**src/ild_defs.vh**
```
// constants for the instruction length decoder: opcode classes and lengths
`ifndef ILD_DEFS_VH
`define ILD_DEFS_VH

// opcode byte = {class[4:0], variant[2:0]}
`define ILD_CLS_MSB       7
`define ILD_CLS_LSB       3
`define ILD_VAR_MSB       2
`define ILD_VAR_LSB       0
`define ILD_VAR_LONG      2
`define ILD_VAR_BYTE      0

// instruction lengths in bytes
`define ILD_LEN2          3'h2
`define ILD_LEN4          3'h4

// instruction classes
`define ILD_C_ADD         5'h00
`define ILD_C_SUB         5'h01
`define ILD_C_MUL         5'h02
`define ILD_C_DIV         5'h03
`define ILD_C_CPLNEG      5'h04
`define ILD_C_AND         5'h05
`define ILD_C_OR          5'h06
`define ILD_C_XOR         5'h07
`define ILD_C_BITCS       5'h08
`define ILD_C_BITMOV      5'h09
`define ILD_C_BITLOG      5'h0A
`define ILD_C_BFMOD       5'h0B
`define ILD_C_CMP         5'h0C
`define ILD_C_CMPSTEP     5'h0D
`define ILD_C_NORM        5'h0E
`define ILD_C_SHIFT       5'h0F
`define ILD_C_MOV         5'h10
`define ILD_C_MOVEXT      5'h11
`define ILD_C_JUMP        5'h12
`define ILD_C_BITJMP      5'h13
`define ILD_C_CALL        5'h14
`define ILD_C_CTXSW       5'h15
`define ILD_C_PUSHPOP     5'h16
`define ILD_C_RETURN      5'h17
`define ILD_C_TRAP        5'h18
`define ILD_C_SYSCTL      5'h19
`define ILD_C_EXTPFX      5'h1A
`define ILD_C_NOP         5'h1B
`define ILD_C_COPROC      5'h1C

// system control variant that is decoded but has no effect
`define ILD_SYS_LEGACY_POWERDOWN_OP     3'h2

// extension prefix kinds (variant[1:0])
`define ILD_EXT_PAGE      2'h0
`define ILD_EXT_SEG       2'h1
`define ILD_EXT_REG       2'h2
`define ILD_EXT_ATOMIC    2'h3

// jump condition codes (operand byte [7:4])
`define ILD_CC_UC         4'h0
`define ILD_CC_Z          4'h1
`define ILD_CC_NZ         4'h2
`define ILD_CC_C          4'h3
`define ILD_CC_NC         4'h4
`define ILD_CC_N          4'h5
`define ILD_CC_NN         4'h6
`define ILD_CC_V          4'h7
`define ILD_CC_NV         4'h8

// flag bit positions of i_flags
`define ILD_FLG_Z         0
`define ILD_FLG_C         1
`define ILD_FLG_N         2
`define ILD_FLG_V         3

// reset values
`define ILD_RST_CLS       5'h1B
`define ILD_RST_CNT       3'h0

`endif

```
**src/ild_decoder.v**
```verilog
// instruction class and length decoder between fetch and execute
`timescale 1ns/1ns
// Behaviour
// RULE_01: add/subtract, word/byte, carry, 2 or 4 bytes
// RULE_02: signed/unsigned register by register multiply
// RULE_03: divide low muldiv register, 2 bytes
// RULE_04: long divide of register pair, 2 bytes
// RULE_05: complement or negate register, 2 bytes
// RULE_06: bit clear/set 2; bit move/logic 4
// RULE_07: masked high/low byte modify, 4 bytes
// RULE_08: compare then step register by 1/2
// RULE_09: normalize count instruction, 2 bytes
// RULE_10: shifts, rotates, sign shift, 2 bytes
// RULE_11: byte to word sign/zero extend move
// RULE_12: jumps taken only on met condition, 4 bytes; variant 3 is taken whatever the condition
// RULE_13: bit-test relative branches, optional bit modify
// RULE_14: context switch push and load, 4 bytes
// RULE_15: near, far, interrupt returns, 2 bytes
// RULE_16: trap with immediate number, 2 bytes
// RULE_17: extension prefixes open a sequence
// RULE_18: legacy power-down decodes, does nothing
// RULE_19: report length 2 or 4 to fetch
`include "ild_defs.vh"

module ild_decoder (
  input  wire        i_mclk,       // system clock
  input  wire        i_reset,      // synchronous reset, active high
  input  wire        i_valid,      // opcode word present this cycle
  input  wire [15:0] i_opword,     // first instruction word
  input  wire [3:0]  i_flags,      // status flags for condition tests
  output reg         o_valid,      // decoded result valid (pulse)
  output reg  [4:0]  o_class,      // instruction class
  output reg  [2:0]  o_variant,    // class variant bits
  output reg  [2:0]  o_len,        // instruction length in bytes
  output reg         o_illegal,    // opcode not recognised
  output reg         o_byte,       // byte-width operation
  output reg         o_carry,      // uses carry input
  output reg         o_unsigned,   // unsigned multiply/divide
  output reg         o_long_div,   // 32 by 16 long divide
  output reg  [1:0]  o_step,       // register step size for compare
  output reg         o_step_up,    // step is increment
  output reg         o_jump_take,  // branch condition met
  output reg         o_bit_modify, // bit-test branch also modifies bit
  output reg         o_bit_on_set, // bit-test branch jumps on set bit
  output reg  [6:0]  o_trap_num,   // trap vector number
  output reg         o_no_action,  // decoded but has no effect
  output reg         o_ext_open,   // prefix opens extended sequence
  output reg  [1:0]  o_ext_kind,   // prefix kind
  output reg         o_ext_active  // instruction inside extended seq
);

  // ------------------------------------------------------------------
  // field split
  // ------------------------------------------------------------------
  wire [4:0] cls  = i_opword[8+`ILD_CLS_MSB:8+`ILD_CLS_LSB];
  wire [2:0] var3 = i_opword[8+`ILD_VAR_MSB:8+`ILD_VAR_LSB];
  wire [3:0] cc   = i_opword[7:4];
  wire       vlong = var3[`ILD_VAR_LONG];
  wire       vbyte = var3[`ILD_VAR_BYTE];

  // ------------------------------------------------------------------
  // condition evaluation
  // ------------------------------------------------------------------
  reg cond_ok;
  always @* begin
    case (cc)
      `ILD_CC_UC: cond_ok = 1'b1;
      `ILD_CC_Z:  cond_ok = i_flags[`ILD_FLG_Z];
      `ILD_CC_NZ: cond_ok = ~i_flags[`ILD_FLG_Z];
      `ILD_CC_C:  cond_ok = i_flags[`ILD_FLG_C];
      `ILD_CC_NC: cond_ok = ~i_flags[`ILD_FLG_C];
      `ILD_CC_N:  cond_ok = i_flags[`ILD_FLG_N];
      `ILD_CC_NN: cond_ok = ~i_flags[`ILD_FLG_N];
      `ILD_CC_V:  cond_ok = i_flags[`ILD_FLG_V];
      `ILD_CC_NV: cond_ok = ~i_flags[`ILD_FLG_V];
      // undefined codes fail the test; a variant 3 jump or call still branches on one
      default:    cond_ok = 1'b0;
    endcase
  end

  // ------------------------------------------------------------------
  // class decode
  // ------------------------------------------------------------------
  reg [2:0] len_nxt;
  reg       ill_nxt;
  reg       byte_nxt;
  reg       carry_nxt;
  reg       uns_nxt;
  reg       ldiv_nxt;
  reg [1:0] step_nxt;
  reg       up_nxt;
  reg       take_nxt;
  reg       bmod_nxt;
  reg       bset_nxt;
  reg       noact_nxt;
  reg       open_nxt;
  reg [6:0] trap_nxt;
  reg [1:0] kind_nxt;

  always @* begin
    len_nxt   = `ILD_LEN2;
    ill_nxt   = 1'b0;
    byte_nxt  = 1'b0;
    carry_nxt = 1'b0;
    uns_nxt   = 1'b0;
    ldiv_nxt  = 1'b0;
    step_nxt  = 2'h0;
    up_nxt    = 1'b0;
    take_nxt  = 1'b0;
    bmod_nxt  = 1'b0;
    bset_nxt  = 1'b0;
    noact_nxt = 1'b0;
    open_nxt  = 1'b0;
    trap_nxt  = 7'h00;
    kind_nxt  = 2'h0;
    case (cls)
      `ILD_C_ADD, `ILD_C_SUB: begin
        byte_nxt  = vbyte;                                   // RULE_01
        carry_nxt = var3[1];                                 // RULE_01
        len_nxt   = vlong ? `ILD_LEN4 : `ILD_LEN2;           // RULE_01
      end
      `ILD_C_MUL: begin
        uns_nxt = var3[0];                                   // RULE_02
        len_nxt = `ILD_LEN2;
      end
      `ILD_C_DIV: begin
        uns_nxt  = var3[0];                                  // RULE_03
        ldiv_nxt = var3[1];                                  // RULE_04
        len_nxt  = `ILD_LEN2;                                // RULE_03
      end
      `ILD_C_CPLNEG: begin
        byte_nxt = vbyte;                                    // RULE_05
        len_nxt  = `ILD_LEN2;                                // RULE_05
      end
      `ILD_C_AND, `ILD_C_OR, `ILD_C_XOR, `ILD_C_CMP, `ILD_C_MOV: begin
        byte_nxt = vbyte;
        len_nxt  = vlong ? `ILD_LEN4 : `ILD_LEN2;
      end
      `ILD_C_BITCS: begin
        len_nxt = `ILD_LEN2;                                 // RULE_06
      end
      `ILD_C_BITMOV, `ILD_C_BITLOG: begin
        len_nxt = `ILD_LEN4;                                 // RULE_06
      end
      `ILD_C_BFMOD: begin
        len_nxt = `ILD_LEN4;                                 // RULE_07
      end
      `ILD_C_CMPSTEP: begin
        up_nxt   = var3[0];                                  // RULE_08
        step_nxt = var3[1] ? 2'h2 : 2'h1;                    // RULE_08
        len_nxt  = vlong ? `ILD_LEN4 : `ILD_LEN2;            // RULE_08
      end
      `ILD_C_NORM: begin
        len_nxt = `ILD_LEN2;                                 // RULE_09
      end
      `ILD_C_SHIFT: begin
        len_nxt = `ILD_LEN2;                                 // RULE_10
      end
      `ILD_C_MOVEXT: begin
        byte_nxt = 1'b1;                                     // RULE_11
        len_nxt  = vlong ? `ILD_LEN4 : `ILD_LEN2;            // RULE_11
      end
      `ILD_C_JUMP: begin
        // segment jump (variant 3) is unconditional
        take_nxt = (var3[1:0] == 2'h3) ? 1'b1 : cond_ok;     // RULE_12
        len_nxt  = `ILD_LEN4;                                // RULE_12
      end
      `ILD_C_BITJMP: begin
        bset_nxt = ~var3[0];                                 // RULE_13
        bmod_nxt = var3[1];                                  // RULE_13
        len_nxt  = `ILD_LEN4;                                // RULE_13
      end
      `ILD_C_CALL: begin
        take_nxt = (var3[1:0] == 2'h3) ? 1'b1 : cond_ok;
        len_nxt  = `ILD_LEN4;
      end
      `ILD_C_CTXSW: begin
        len_nxt = `ILD_LEN4;                                 // RULE_14
      end
      `ILD_C_PUSHPOP: begin
        len_nxt = `ILD_LEN2;
      end
      `ILD_C_RETURN: begin
        len_nxt = `ILD_LEN2;                                 // RULE_15
      end
      `ILD_C_TRAP: begin
        len_nxt  = `ILD_LEN2;                                // RULE_16
        trap_nxt = i_opword[6:0];                            // RULE_16
      end
      `ILD_C_SYSCTL: begin
        len_nxt   = `ILD_LEN4;                               // RULE_18
        noact_nxt = (var3 == `ILD_SYS_LEGACY_POWERDOWN_OP);                // RULE_18
      end
      `ILD_C_EXTPFX: begin
        open_nxt = 1'b1;                                     // RULE_17
        kind_nxt = var3[1:0];                                // RULE_17
        // only page and segment prefixes have a long form
        len_nxt  = (vlong && !var3[1]) ? `ILD_LEN4 : `ILD_LEN2; // RULE_17
      end
      `ILD_C_NOP: begin
        len_nxt = `ILD_LEN2;
      end
      `ILD_C_COPROC: begin
        len_nxt = `ILD_LEN4;
      end
      default: begin
        // unknown opcodes still advance by 2 so fetch stays aligned
        ill_nxt = 1'b1;
        len_nxt = `ILD_LEN2;                                 // RULE_19
      end
    endcase
  end

  // ------------------------------------------------------------------
  // extended sequence tracker
  // ------------------------------------------------------------------
  localparam [1:0] ST_IDLE = 2'b01;
  localparam [1:0] ST_EXT  = 2'b10;

  reg [1:0] state_r;
  reg [1:0] state_nxt;
  reg [2:0] cnt_r;
  reg [2:0] cnt_nxt;
  reg       in_seq;

  always @* begin
    state_nxt = state_r;
    cnt_nxt   = cnt_r;
    in_seq    = 1'b0;
    case (state_r)
      ST_IDLE: begin
        if (i_valid && open_nxt) begin
          state_nxt = ST_EXT;                                // RULE_17
          cnt_nxt   = {1'b0, i_opword[1:0]} + 3'h1;          // RULE_17
        end
      end
      ST_EXT: begin
        if (i_valid && open_nxt) begin
          // a new prefix restarts the sequence
          cnt_nxt = {1'b0, i_opword[1:0]} + 3'h1;            // RULE_17
        end else if (i_valid) begin
          in_seq  = 1'b1;                                    // RULE_17
          cnt_nxt = cnt_r - 3'h1;
          if (cnt_r == 3'h1) begin
            state_nxt = ST_IDLE;
          end
        end
      end
      default: begin
        state_nxt = ST_IDLE;
        cnt_nxt   = `ILD_RST_CNT;
      end
    endcase
  end

  // ------------------------------------------------------------------
  // sequence tracker registers
  // ------------------------------------------------------------------
  // the tracker moves only on accepted words; idle cycles leave an
  // open window where it was
  always @(posedge i_mclk) begin
    if (i_reset) begin
      state_r <= ST_IDLE;
      cnt_r   <= `ILD_RST_CNT;
    end else begin
      state_r <= state_nxt;
      cnt_r   <= cnt_nxt;
    end
  end

  // ------------------------------------------------------------------
  // result pulse
  // ------------------------------------------------------------------
  // fixed one-edge latency, so fetch can advance with no handshake
  always @(posedge i_mclk) begin
    if (i_reset) begin
      o_valid <= 1'b0;
    end else begin
      o_valid <= i_valid;                                  // RULE_19
    end
  end

  // ------------------------------------------------------------------
  // class and length registers
  // ------------------------------------------------------------------
  // fields are held between instructions to save toggling; users
  // must qualify them with the result pulse
  always @(posedge i_mclk) begin
    if (i_reset) begin
      o_class   <= `ILD_RST_CLS;
      o_variant <= 3'h0;
      o_len     <= `ILD_LEN2;
      o_illegal <= 1'b0;
    end else if (i_valid) begin
      o_class   <= cls;
      o_variant <= var3;
      o_len     <= len_nxt;                                // RULE_19
      o_illegal <= ill_nxt;
    end
  end

  // ------------------------------------------------------------------
  // operand attribute registers
  // ------------------------------------------------------------------
  always @(posedge i_mclk) begin
    if (i_reset) begin
      o_byte     <= 1'b0;
      o_carry    <= 1'b0;
      o_unsigned <= 1'b0;
      o_long_div <= 1'b0;
      o_step     <= 2'h0;
      o_step_up  <= 1'b0;
    end else if (i_valid) begin
      o_byte     <= byte_nxt;                              // RULE_01
      o_carry    <= carry_nxt;                             // RULE_01
      o_unsigned <= uns_nxt;                               // RULE_02
      o_long_div <= ldiv_nxt;                              // RULE_04
      o_step     <= step_nxt;                              // RULE_08
      o_step_up  <= up_nxt;                                // RULE_08
    end
  end

  // ------------------------------------------------------------------
  // flow control and sequence registers
  // ------------------------------------------------------------------
  always @(posedge i_mclk) begin
    if (i_reset) begin
      o_jump_take  <= 1'b0;
      o_bit_modify <= 1'b0;
      o_bit_on_set <= 1'b0;
      o_trap_num   <= 7'h00;
      o_no_action  <= 1'b0;
      o_ext_open   <= 1'b0;
      o_ext_kind   <= 2'h0;
      o_ext_active <= 1'b0;
    end else if (i_valid) begin
      o_jump_take  <= take_nxt;                            // RULE_12
      o_bit_modify <= bmod_nxt;                            // RULE_13
      o_bit_on_set <= bset_nxt;                            // RULE_13
      o_trap_num   <= trap_nxt;                            // RULE_16
      o_no_action  <= noact_nxt;                           // RULE_18
      o_ext_open   <= open_nxt;                            // RULE_17
      o_ext_kind   <= kind_nxt;                            // RULE_17
      o_ext_active <= in_seq;                              // RULE_17
    end
  end

endmodule // ild_decoder

```
**config.mk**
```make
export PLATFORM = sky130hd
export DESIGN_NAME = ild_decoder
export DESIGN_NICKNAME = d
export VERILOG_FILES = /design/src/ild_decoder.v
export VERILOG_INCLUDE_DIRS = /design/src
export SDC_FILE = /design/constraint.sdc
export NUM_CORES = 1
export LEC_CHECK = 0
export BUFFER_PORTS_ARGS = -buffer_cell sky130_fd_sc_hd__buf_2
export CELL_PAD_IN_SITES_DETAIL_PLACEMENT = 1
export CELL_PAD_IN_SITES_GLOBAL_PLACEMENT = 2
export CORE_ASPECT_RATIO = 1.1
export CORE_MARGIN = 5
export CORE_UTILIZATION = 31
export CTS_CLUSTER_DIAMETER = 40
export DETAILED_ROUTE_END_ITERATION = 10
export PLACE_DENSITY = 0.88
export SLEW_MARGIN = 10
export SYNTH_ARGS = -nofsm -noshare
export SYNTH_HDL_FRONTEND = slang
export SYNTH_SLANG_ARGS = --single-unit
```
**constraint.sdc**
```tcl
create_clock -name i_mclk -period 2.8 [get_ports i_mclk]
set_input_delay 0.56 -clock i_mclk [delete_from_list [all_inputs] [get_ports i_mclk]]
set_output_delay 0.56 -clock i_mclk [all_outputs]
set_load 0.05 [all_outputs]
```
==> results of run 1 <==
-- power breakdown --
group          internal [µW]  switching, µW  total, µW
combinational           58.9            132        191
clock                    173            205        379
sequential               569           8.56        578
-- sequential cells by signal, indices dropped and copies added, names as in the netlist --
signal and flops:
cnt_r 3, o_bit_modify 1, o_bit_on_set 1, o_byte 1
o_carry 1, o_class 5, o_ext_active 1, o_ext_kind 2
o_ext_open 1, o_illegal 1, o_jump_take 1, o_len 2
o_long_div 1, o_no_action 1, o_step 2, o_step_up 1
o_trap_num 7, o_unsigned 1, o_valid 1, o_variant 3
state_r 2
-- cell families after synthesis --
family	Yosys count	synth area share, %
multiplexers	8	4.20
AO/OA/AOI/OAI	59	21.4
AND/OR/NAND/NOR	87	22.5
adder cells (fa/ha/maj)	5	3.23
XOR/XNOR	2	0.905
buffers and inverters	27	7.23
other	1	0.194
flip-flops	39	40.3
-- layout make-up --
type | instances | area [µm²]
fill | 758 | 3800
clock inverter | 3 | 20.0
sequential | 39 | 781
timing repair buffer | 58 | 295
clock buffer | 5 | 68.8
multi-input combinational | 162 | 1020
inverter | 10 | 37.5
tap | 80 | 100
-- routing by layer --
metal / track usage [%] / vias to the layer above / part of all wire [%]
met4: 3.96 / 0 / 1.1
met3: 3.83 / 6 / 5.8
met1: 17.6 / 873 / 44
met5: 0 / - / 0
li1: - / 903 / -
met2: 24.7 / 39 / 49
-- cell usage after synthesis, types with 2 or more instances --
cell type | number | area share (%)
o21ai_0 | 6 | 1.6
o22ai_1 | 2 | 0.65
or3_1 | 2 | 0.65
a32oi_1 | 2 | 0.90
nand2_1 | 22 | 4.3
a32o_1 | 2 | 1.0
buf_2 | 7 | 1.8
buf_6 | 3 | 1.7
o31ai_1 | 2 | 0.77
xnor2_1 | 2 | 0.90
buf_4 | 2 | 0.77
ha_1 | 5 | 3.2
dfxtp_1 | 39 | 40
nor2_1 | 28 | 5.4
nand3_1 | 6 | 1.6
a22oi_1 | 11 | 4.3
a31oi_1 | 3 | 0.97
o31a_1 | 2 | 0.90
nand3b_1 | 5 | 1.9
nand2b_1 | 2 | 0.65
mux2i_1 | 7 | 3.6
nor3_1 | 7 | 1.8
a21oi_1 | 18 | 4.7
o221ai_1 | 2 | 0.90
nor2b_1 | 4 | 1.3
clkbuf_1 | 5 | 0.97
inv_1 | 9 | 1.7
-- worst reg2reg max path, cell delays in order (launching register included) --
cell     delay (ns)
dfxtp_1        0.33
inv_1          0.06
ha_1           0.33
nor3b_1        0.39
a32o_1         0.23
a32oi_1        0.05
o21ai_0        0.18
-- how the worst max path moves through the flow --
stage / to / slack (ns) / startpoint / cells after the start
2_1_floorplan: cnt_r[0] / 1.22 / i_opword[11] / 5
3_3_place_gp: o_byte / 0.89 / i_valid / 5
3_5_place_dp: o_byte / 0.85 / i_valid / 5
4_1_cts: cnt_r[1] / 1.15 / state_r[0] / 6
5_1_grt: cnt_r[1] / 1.01 / state_r[0] / 6
6_report: cnt_r[1] / 1.15 / state_r[0] / 6
-- stage by stage --
step / instances / utilization (%) / instance area, µm²
2_1_floorplan: 228 / - / 1940
3_3_place_gp: 349 / 36.4 / 2230
3_5_place_dp: 349 / 36.4 / 2230
4_1_cts: 357 / 37.9 / 2320
5_1_grt: 357 / 37.9 / 2320
6_report: 357 / 37.9 / 2320
==> results.json, run 1 <==
{
  "run_status": "complete, no violations",
  "grt_max_degree": 23,
  "grt_pass1_vias": 1869,
  "ir_worst_vdd_uv": 165,
  "period_needed_ns": 1.65,
  "hold_slack_ns": 0.466,
  "r2r-end": "cnt_r[1]",
  "die_w_um": 85.4,
  "drv_slew": 0,
  "start_util_pct": 31.7,
  "drtIter0Drc": 57,
  "syn_to_final_growth_pct": 19.7,
  "htreeDepth": 2,
  "setup_viol": 0,
  "total_power_uw": 1150,
  "antenna_left": 0,
  "clk_pin_slew_worst_paths_ns": 0.08,
  "dp_hpwl_um": 4220,
  "drc": 0,
  "postSynthCellCount": 228,
  "rsz0062_at_grt": "no",
  "wire_per_inst_um": 15.6,
  "fp.dieArea_um2": 7930,
  "required_ns": 3.01,
  "fin_tns_setup_ns": 0,
  "root_buffer": "clkbuf_8",
  "worstPathArrival_ns": 1.86,
  "place_congestion": 0.810,
  "synth_area_um2": 1940,
  "leakage_uw": 0.000995,
  "grt_usage_pct": 14.4,
  "cts_resized": 0,
  "drive_gt1_share_pct": 25.6,
  "timing.final.crit_share_pct": 58.8,
  "ys_warn_count": 0,
  "postCtsHoldBufs": 0,
  "async_flop_share_pct": 0,
  "finClkSkew_ns": 0.00486,
  "layout_common_cells": "56 x buf_2, 39 x dfxtp_1, 28 x nor2_1",
  "pre_cts_slack_ns": 0.850,
  "synth_area_per_cell_um2": 8.49,
  "yosys_register_bits": 39,
  "hold_path_class": "reg2reg",
  "finalHoldViolations": 0,
  "ioPinCount": 58,
  "drv_cap": 0,
  "cp_top_family": "compound AO/OA/AOI/OAI gates",
  "reg2regPathDepth": 6,
  "vias_per_cell": 5.10,
  "core_area_um2": 6120,
  "fin_ws_ns": 1.15,
  "clk-insertion-delay-late_ns": 0.29,
  "grt-ovfl-total": 0,
  "ys_seq_area_share_pct": 40.3,
  "wirelength_um": 5560,
  "cts_tree": "yes",
  "drt_first_pass_iters": 4,
  "io_buffer_count": 56,
  "vias": 1821,
  "ctsLongestPathBuffers": 2,
  "slowest_delay_ns": 0.39,
  "fp-row-count": 30,
  "cp-start-kind": "register",
  "rr_startpoint": "state_r[0]",
  "cts.sinks": 39,
  "critPathBufInv": 1,
  "power_density_nw_per_um2": 495,
  "die_h_um": 92.9,
  "synthFlopType": "dfxtp_1",
  "hold_end": "o_variant[0]",
  "diodes": 0,
  "synth_cell_types": 50,
  "synth_edf_count": 0,
  "min_from": "o_variant[0]",
  "crit_chain": "inv_1, ha_1, nor3b_1, a32o_1, a32oi_1, o21ai_0",
  "cp-end-kind": "register",
  "antenna_found_initial": 0,
  "post_cts_buffers": 0,
  "cp_slowest_cell": "nor3b_1",
  "fmax_ghz": 0.608,
  "worstPathMaxFanout": 3,
  "final_common_cell": "buf_2",
  "syn-num-nets": 256,
  "worstHoldPathCells": 2,
  "cts_inserted_buffers": 5,
  "ff2ff_setup_slack_ns": 1.15,
  "worstSetupPathType": "reg2reg",
  "grt_pass1_wl_um": 9160,
  "fin_nets": 304
}
Note: power is estimated with default switching activity, not from simulation.
==> run 2, diff against run 1 <==
Settings changed: CORE_UTILIZATION 31 to 26, PLACE_DENSITY 0.88 to 0.79.
Clock period 2.8 ns to 1.4 ns, I/O delays scaled along.
==> results.json, run 2 (same netlist as run 1, synthesis figures left out) <==
{
  "final_common_cell": "buf_2",
  "drtIter0Drc": 35,
  "cts.sinks": 39,
  "cp-end-kind": "register",
  "routed-wl-met3_um": 234,
  "run_status": "complete, no violations",
  "crit_end": "cnt_r[1]",
  "routed.top_layer": "met4",
  "die_w_um": 92.3,
  "diodes": 0,
  "worstHoldPathCells": 3,
  "grt_max_degree": 28,
  "worstSetupPathType": "reg2reg",
  "setup.worst_path.start": "state_r[0]",
  "cts_tree": "yes",
  "period_needed_ns": 1.38,
  "ioPinCount": 58,
  "finalInstanceArea_um2": 2710,
  "power_density_nw_per_um2": 957,
  "drv_slew": 0,
  "vias_per_cell": 4.89,
  "leakage_uw": 0.00121,
  "crit_chain": "inv_2, ha_4, buf_6, nor2_4, a32o_1, a32oi_1, o21ai_1",
  "top_register": "o_trap_num",
  "slowest_delay_ns": 0.34,
  "ctsLongestPathBuffers": 2,
  "syn_to_final_growth_pct": 40.1,
  "crit_cells": 7,
  "reg2regPathDepth": 7,
  "dp_hpwl_um": 4850,
  "fin_nets": 342,
  "wire_per_inst_um": 15.8,
  "vias": 1966,
  "placed_area_um2": 2530,
  "drv_cap": 0,
  "fp.dieArea_um2": 9280,
  "drc": 0,
  "worstPathArrival_ns": 1.57,
  "place_congestion": 0.792,
  "cts_inserted_buffers": 5,
  "largest_reg_flops": 7,
  "grt_usage_pct": 13.6,
  "critPathBufInv": 2,
  "rsz0062_at_grt": "yes",
  "timing.final.crit_share_pct": 98.6,
  "die_h_um": 101,
  "root_buffer": "clkbuf_8",
  "antenna_left": 0,
  "finClkSkew_ns": 0.00188,
  "fillers": 922,
  "reg.largest.list": "o_trap_num x7, o_class x5",
  "wl_met1_um": 2800,
  "fp-row-count": 33,
  "required_ns": 1.59,
  "wirelength_um": 6340,
  "total_power_uw": 2590,
  "setup_viol": 0,
  "drive_gt1_share_pct": 37.8,
  "ir_worst_vdd_uv": 371,
  "worstPathMaxFanout": 2,
  "cp_top_family": "compound AO/OA/AOI/OAI gates",
  "antenna_found_initial": 0,
  "r2r-end": "cnt_r[1]",
  "cp-start-kind": "register",
  "core_area_um2": 7350,
  "layout_common_cells": "56 x buf_2, 37 x dfxtp_1, 37 x buf_4",
  "clk_pin_slew_worst_paths_ns": 0.08,
  "htreeDepth": 2,
  "clk-insertion-delay-late_ns": 0.29,
  "finalHoldViolations": 0,
  "hold_path_class": "in2reg",
  "grt_pass1_vias": 2056,
  "io_buffer_count": 56,
  "grt-ovfl-total": 0,
  "multi_input_area_um2": 1060,
  "grt_pass1_wl_um": 10000,
  "fmax_ghz": 0.724,
  "ff2ff_setup_slack_ns": 0.02,
  "met2_length_um": 3250,
  "seq_area_um2": 783,
  "drt_first_pass_iters": 3,
  "rr_startpoint": "state_r[0]",
  "cp_slowest_cell": "dfxtp_2",
  "start_util_pct": 26.4
}
[run 2: timing repair]
item | CTS | global route
cloned | 0 | 0
hold buffers | 0 | 0
gates resized for setup | 7 | 7
endpoints found under the setup margin | 3 | 2
pin swaps | 3 | 7
buffers inserted | 1 | 2
[run 2: worst min-delay path by stage]
stage                       startpoint             to  slack (ns)
final                      i_opword[2]  o_trap_num[2]        0.23
after global placement    o_ext_active   o_ext_active        0.45
after global routing       i_opword[3]  o_trap_num[3]        0.22
after floorplan            i_opword[0]  o_trap_num[0]        0.42
after detailed placement  o_ext_active   o_ext_active        0.45
after CTS                  i_opword[2]  o_trap_num[2]        0.22
[run 2: final cells by class]
| cell class | instances | share of cell area, % |
|---|---|---|
| Timing Repair Buffer | 96 | 22.5 |
| Inverter | 10 | 1.38 |
| Tap cell | 87 | 4.01 |
| Clock inverter | 3 | 1.61 |
| Multi-Input combinational cell | 162 | 39.1 |
| Sequential cell | 39 | 28.9 |
| Clock buffer | 5 | 2.54 |
[run 2: worst min-delay path, delay by kind of cell]
family / cells / cell delay (ns)
and+or+nand+nor: 1 / 0.07
buffers and inverters: 1 / 0.08
AOI/OAI and AO/OA: 1 / 0.05
[run 2: where the power goes]
part           internal, µW  switching [µW]  leakage [µW]
logic                   181             289      0.000830
clock network           531             438     0.0000581
registers              1140            16.9      0.000317
total                  1850             744       0.00121
[run 2: stage by stage]
step / worst slack [ns] / hold slack (ns) / TNS, ns / instances / util, %
floorplan: 0.00447 / 0.424 / 0 / 228 / -
global placement: -0.0677 / 0.449 / -0.656 / 391 / 34.4
detailed placement: -0.130 / 0.450 / -1.41 / 391 / 34.4
CTS: 0.00406 / 0.218 / 0 / 400 / 36.4
global route: -0.0495 / 0.224 / -0.0667 / 402 / 36.9
finish: 0.0191 / 0.229 / 0 / 402 / 36.9
[run 2: layer usage]
metal  global-route usage [%]  up-vias
met5                        0        -
met4                     3.09        0
met3                     3.14        5
met2                     24.6       36
met1                     16.5      945
li1                         -      980
==> run 3, diff against run 2 <==
Settings changed: CORE_UTILIZATION 26 to 31, PLACE_DENSITY 0.79 to 0.88.
Clock period 1.4 ns to 1.6 ns, I/O delays scaled along.
==> results.json, run 3 (same netlist as run 1, synthesis figures left out) <==
{
  "worstSetupPathType": "reg2reg",
  "root_buffer": "clkbuf_8",
  "reg2regPathDepth": 6,
  "post_cts_buffers": 0,
  "start_util_pct": 31.7,
  "grt_pass1_wl_um": 9520,
  "die_h_um": 92.9,
  "htreeDepth": 2,
  "ctsLongestPathBuffers": 2,
  "diodes": 0,
  "dp_cells": 358,
  "instances_no_fill": 365,
  "finClkSkew_ns": 0.00287,
  "cts.sinks": 39,
  "r2r-end": "cnt_r[1]",
  "final_common_cell": "buf_2",
  "postCtsHoldBufs": 0,
  "period_needed_ns": 1.50,
  "worstPathArrival_ns": 1.71,
  "setup_viol": 0,
  "worstPathMaxFanout": 3,
  "finalInstanceArea_um2": 2400,
  "post-route-util_pct": 39.3,
  "wire_per_inst_um": 16.1,
  "layout_common_cells": "56 x buf_2, 39 x dfxtp_1, 28 x nor2_1",
  "die_w_um": 85.4,
  "wl_met1_um": 2610,
  "cp-start-kind": "register",
  "syn_to_final_growth_pct": 24.2,
  "reg.largest.list": "o_trap_num x7, o_class x5",
  "power_density_nw_per_um2": 849,
  "grt-ovfl-total": 0,
  "ir_worst_vdd_uv": 312,
  "clk-insertion-delay-late_ns": 0.29,
  "drive_gt1_share_pct": 28.4,
  "hold_path_class": "in2reg",
  "run_status": "complete, no violations",
  "antenna_left": 0,
  "drc": 0,
  "fp-row-count": 30,
  "grt_pass1_vias": 1935,
  "ff2ff_setup_slack_ns": 0.1,
  "drv_cap": 0,
  "routed.top_layer": "met4",
  "cp-end-kind": "register",
  "wirelength_um": 5870,
  "dp_hpwl_um": 4530,
  "min_from": "i_opword[3]",
  "drv_slew": 0,
  "drt_first_pass_iters": 4,
  "drtIter0Drc": 76,
  "fin_nets": 313,
  "hold_end": "o_trap_num[3]",
  "largest_reg_flops": 7,
  "worstHoldPathCells": 3,
  "finalHoldViolations": 0,
  "io_buffer_count": 56,
  "fmax_ghz": 0.666,
  "grt_max_degree": 24,
  "grt_usage_pct": 14.9,
  "routed-wl-met3_um": 266,
  "fp.dieArea_um2": 7930,
  "required_ns": 1.81,
  "met2_length_um": 2930,
  "hold_slack_ns": 0.276,
  "antenna_found_initial": 0,
  "core_area_um2": 6120,
  "cts_inserted_buffers": 5,
  "ioPinCount": 58,
  "rsz0062_at_grt": "no",
  "leakage_uw": 0.00105,
  "place_congestion": 0.823,
  "fin_tns_setup_ns": 0,
  "vias_per_cell": 5.19,
  "rr_startpoint": "state_r[0]",
  "placed_area_um2": 2310,
  "top_register": "o_trap_num",
  "timing.final.crit_share_pct": 93.9,
  "cts_tree": "yes",
  "clk_pin_slew_worst_paths_ns": 0.07,
  "vias": 1893
}
-- run 3: metrics by stage --
| stage | setup WS, ns | power, µW |
|---|---|---|
| 6_report | 0.0983 | 2040 |
| 4_1_cts | 0.0429 | 2060 |
| 3_5_place_dp | 0.00250 | 1390 |
| 5_1_grt | 0.0290 | 2140 |
| 3_3_place_gp | 0.0565 | 1380 |
| 2_1_floorplan | 0.204 | 1280 |
-- run 3: repair_timing --
action,CTS,global route
resized for setup,0,2
endpoints found under the hold margin,0,0
setup endpoints to repair,0,3
-- run 3: final cells by class --
type                    instances  area, µm²
fillers                       772       3710
flip-flops and latches         39        781
repair buffers                 67        375
well taps                      80        100
multi-input cells             162       1020
inverters                      10       37.5
clock buffers                   6       82.6
clock inverters                 1       5.00
-- run 3: power by group --
group,leakage [µW],total [µW],internal (µW),switching (µW)
Combinational,0.000688,356,118,239
Sequential,0.000317,1010,996,15.3
Clock,0.0000470,673,338,335
-- run 3: worst max-delay path by stage --
| stage | start | end | cells past startpoint |
|---|---|---|---|
| 2_1_floorplan | state_r[0] | cnt_r[1] | 6 |
| 3_3_place_gp | i_opword[13] | cnt_r[0] | 5 |
| 3_5_place_dp | i_opword[13] | cnt_r[0] | 5 |
| 4_1_cts | state_r[1] | cnt_r[0] | 6 |
| 5_1_grt | state_r[0] | cnt_r[1] | 6 |
| 6_report | state_r[0] | cnt_r[1] | 6 |
-- run 3: per-layer routing --
metal | track usage (%) | vias to the layer above
met5 | 0 | -
met4 | 4.49 | 0
met3 | 2.85 | 7
met2 | 26.2 | 50
met1 | 18.3 | 916
li1 | - | 920
-- run 3: worst max-delay path: stages, from the launching register on --
cell,delay (ns)
dfxtp_1,0.34
inv_1,0.07
ha_1,0.35
nor3b_2,0.23
a32o_1,0.20
a32oi_1,0.06
o21ai_0,0.17
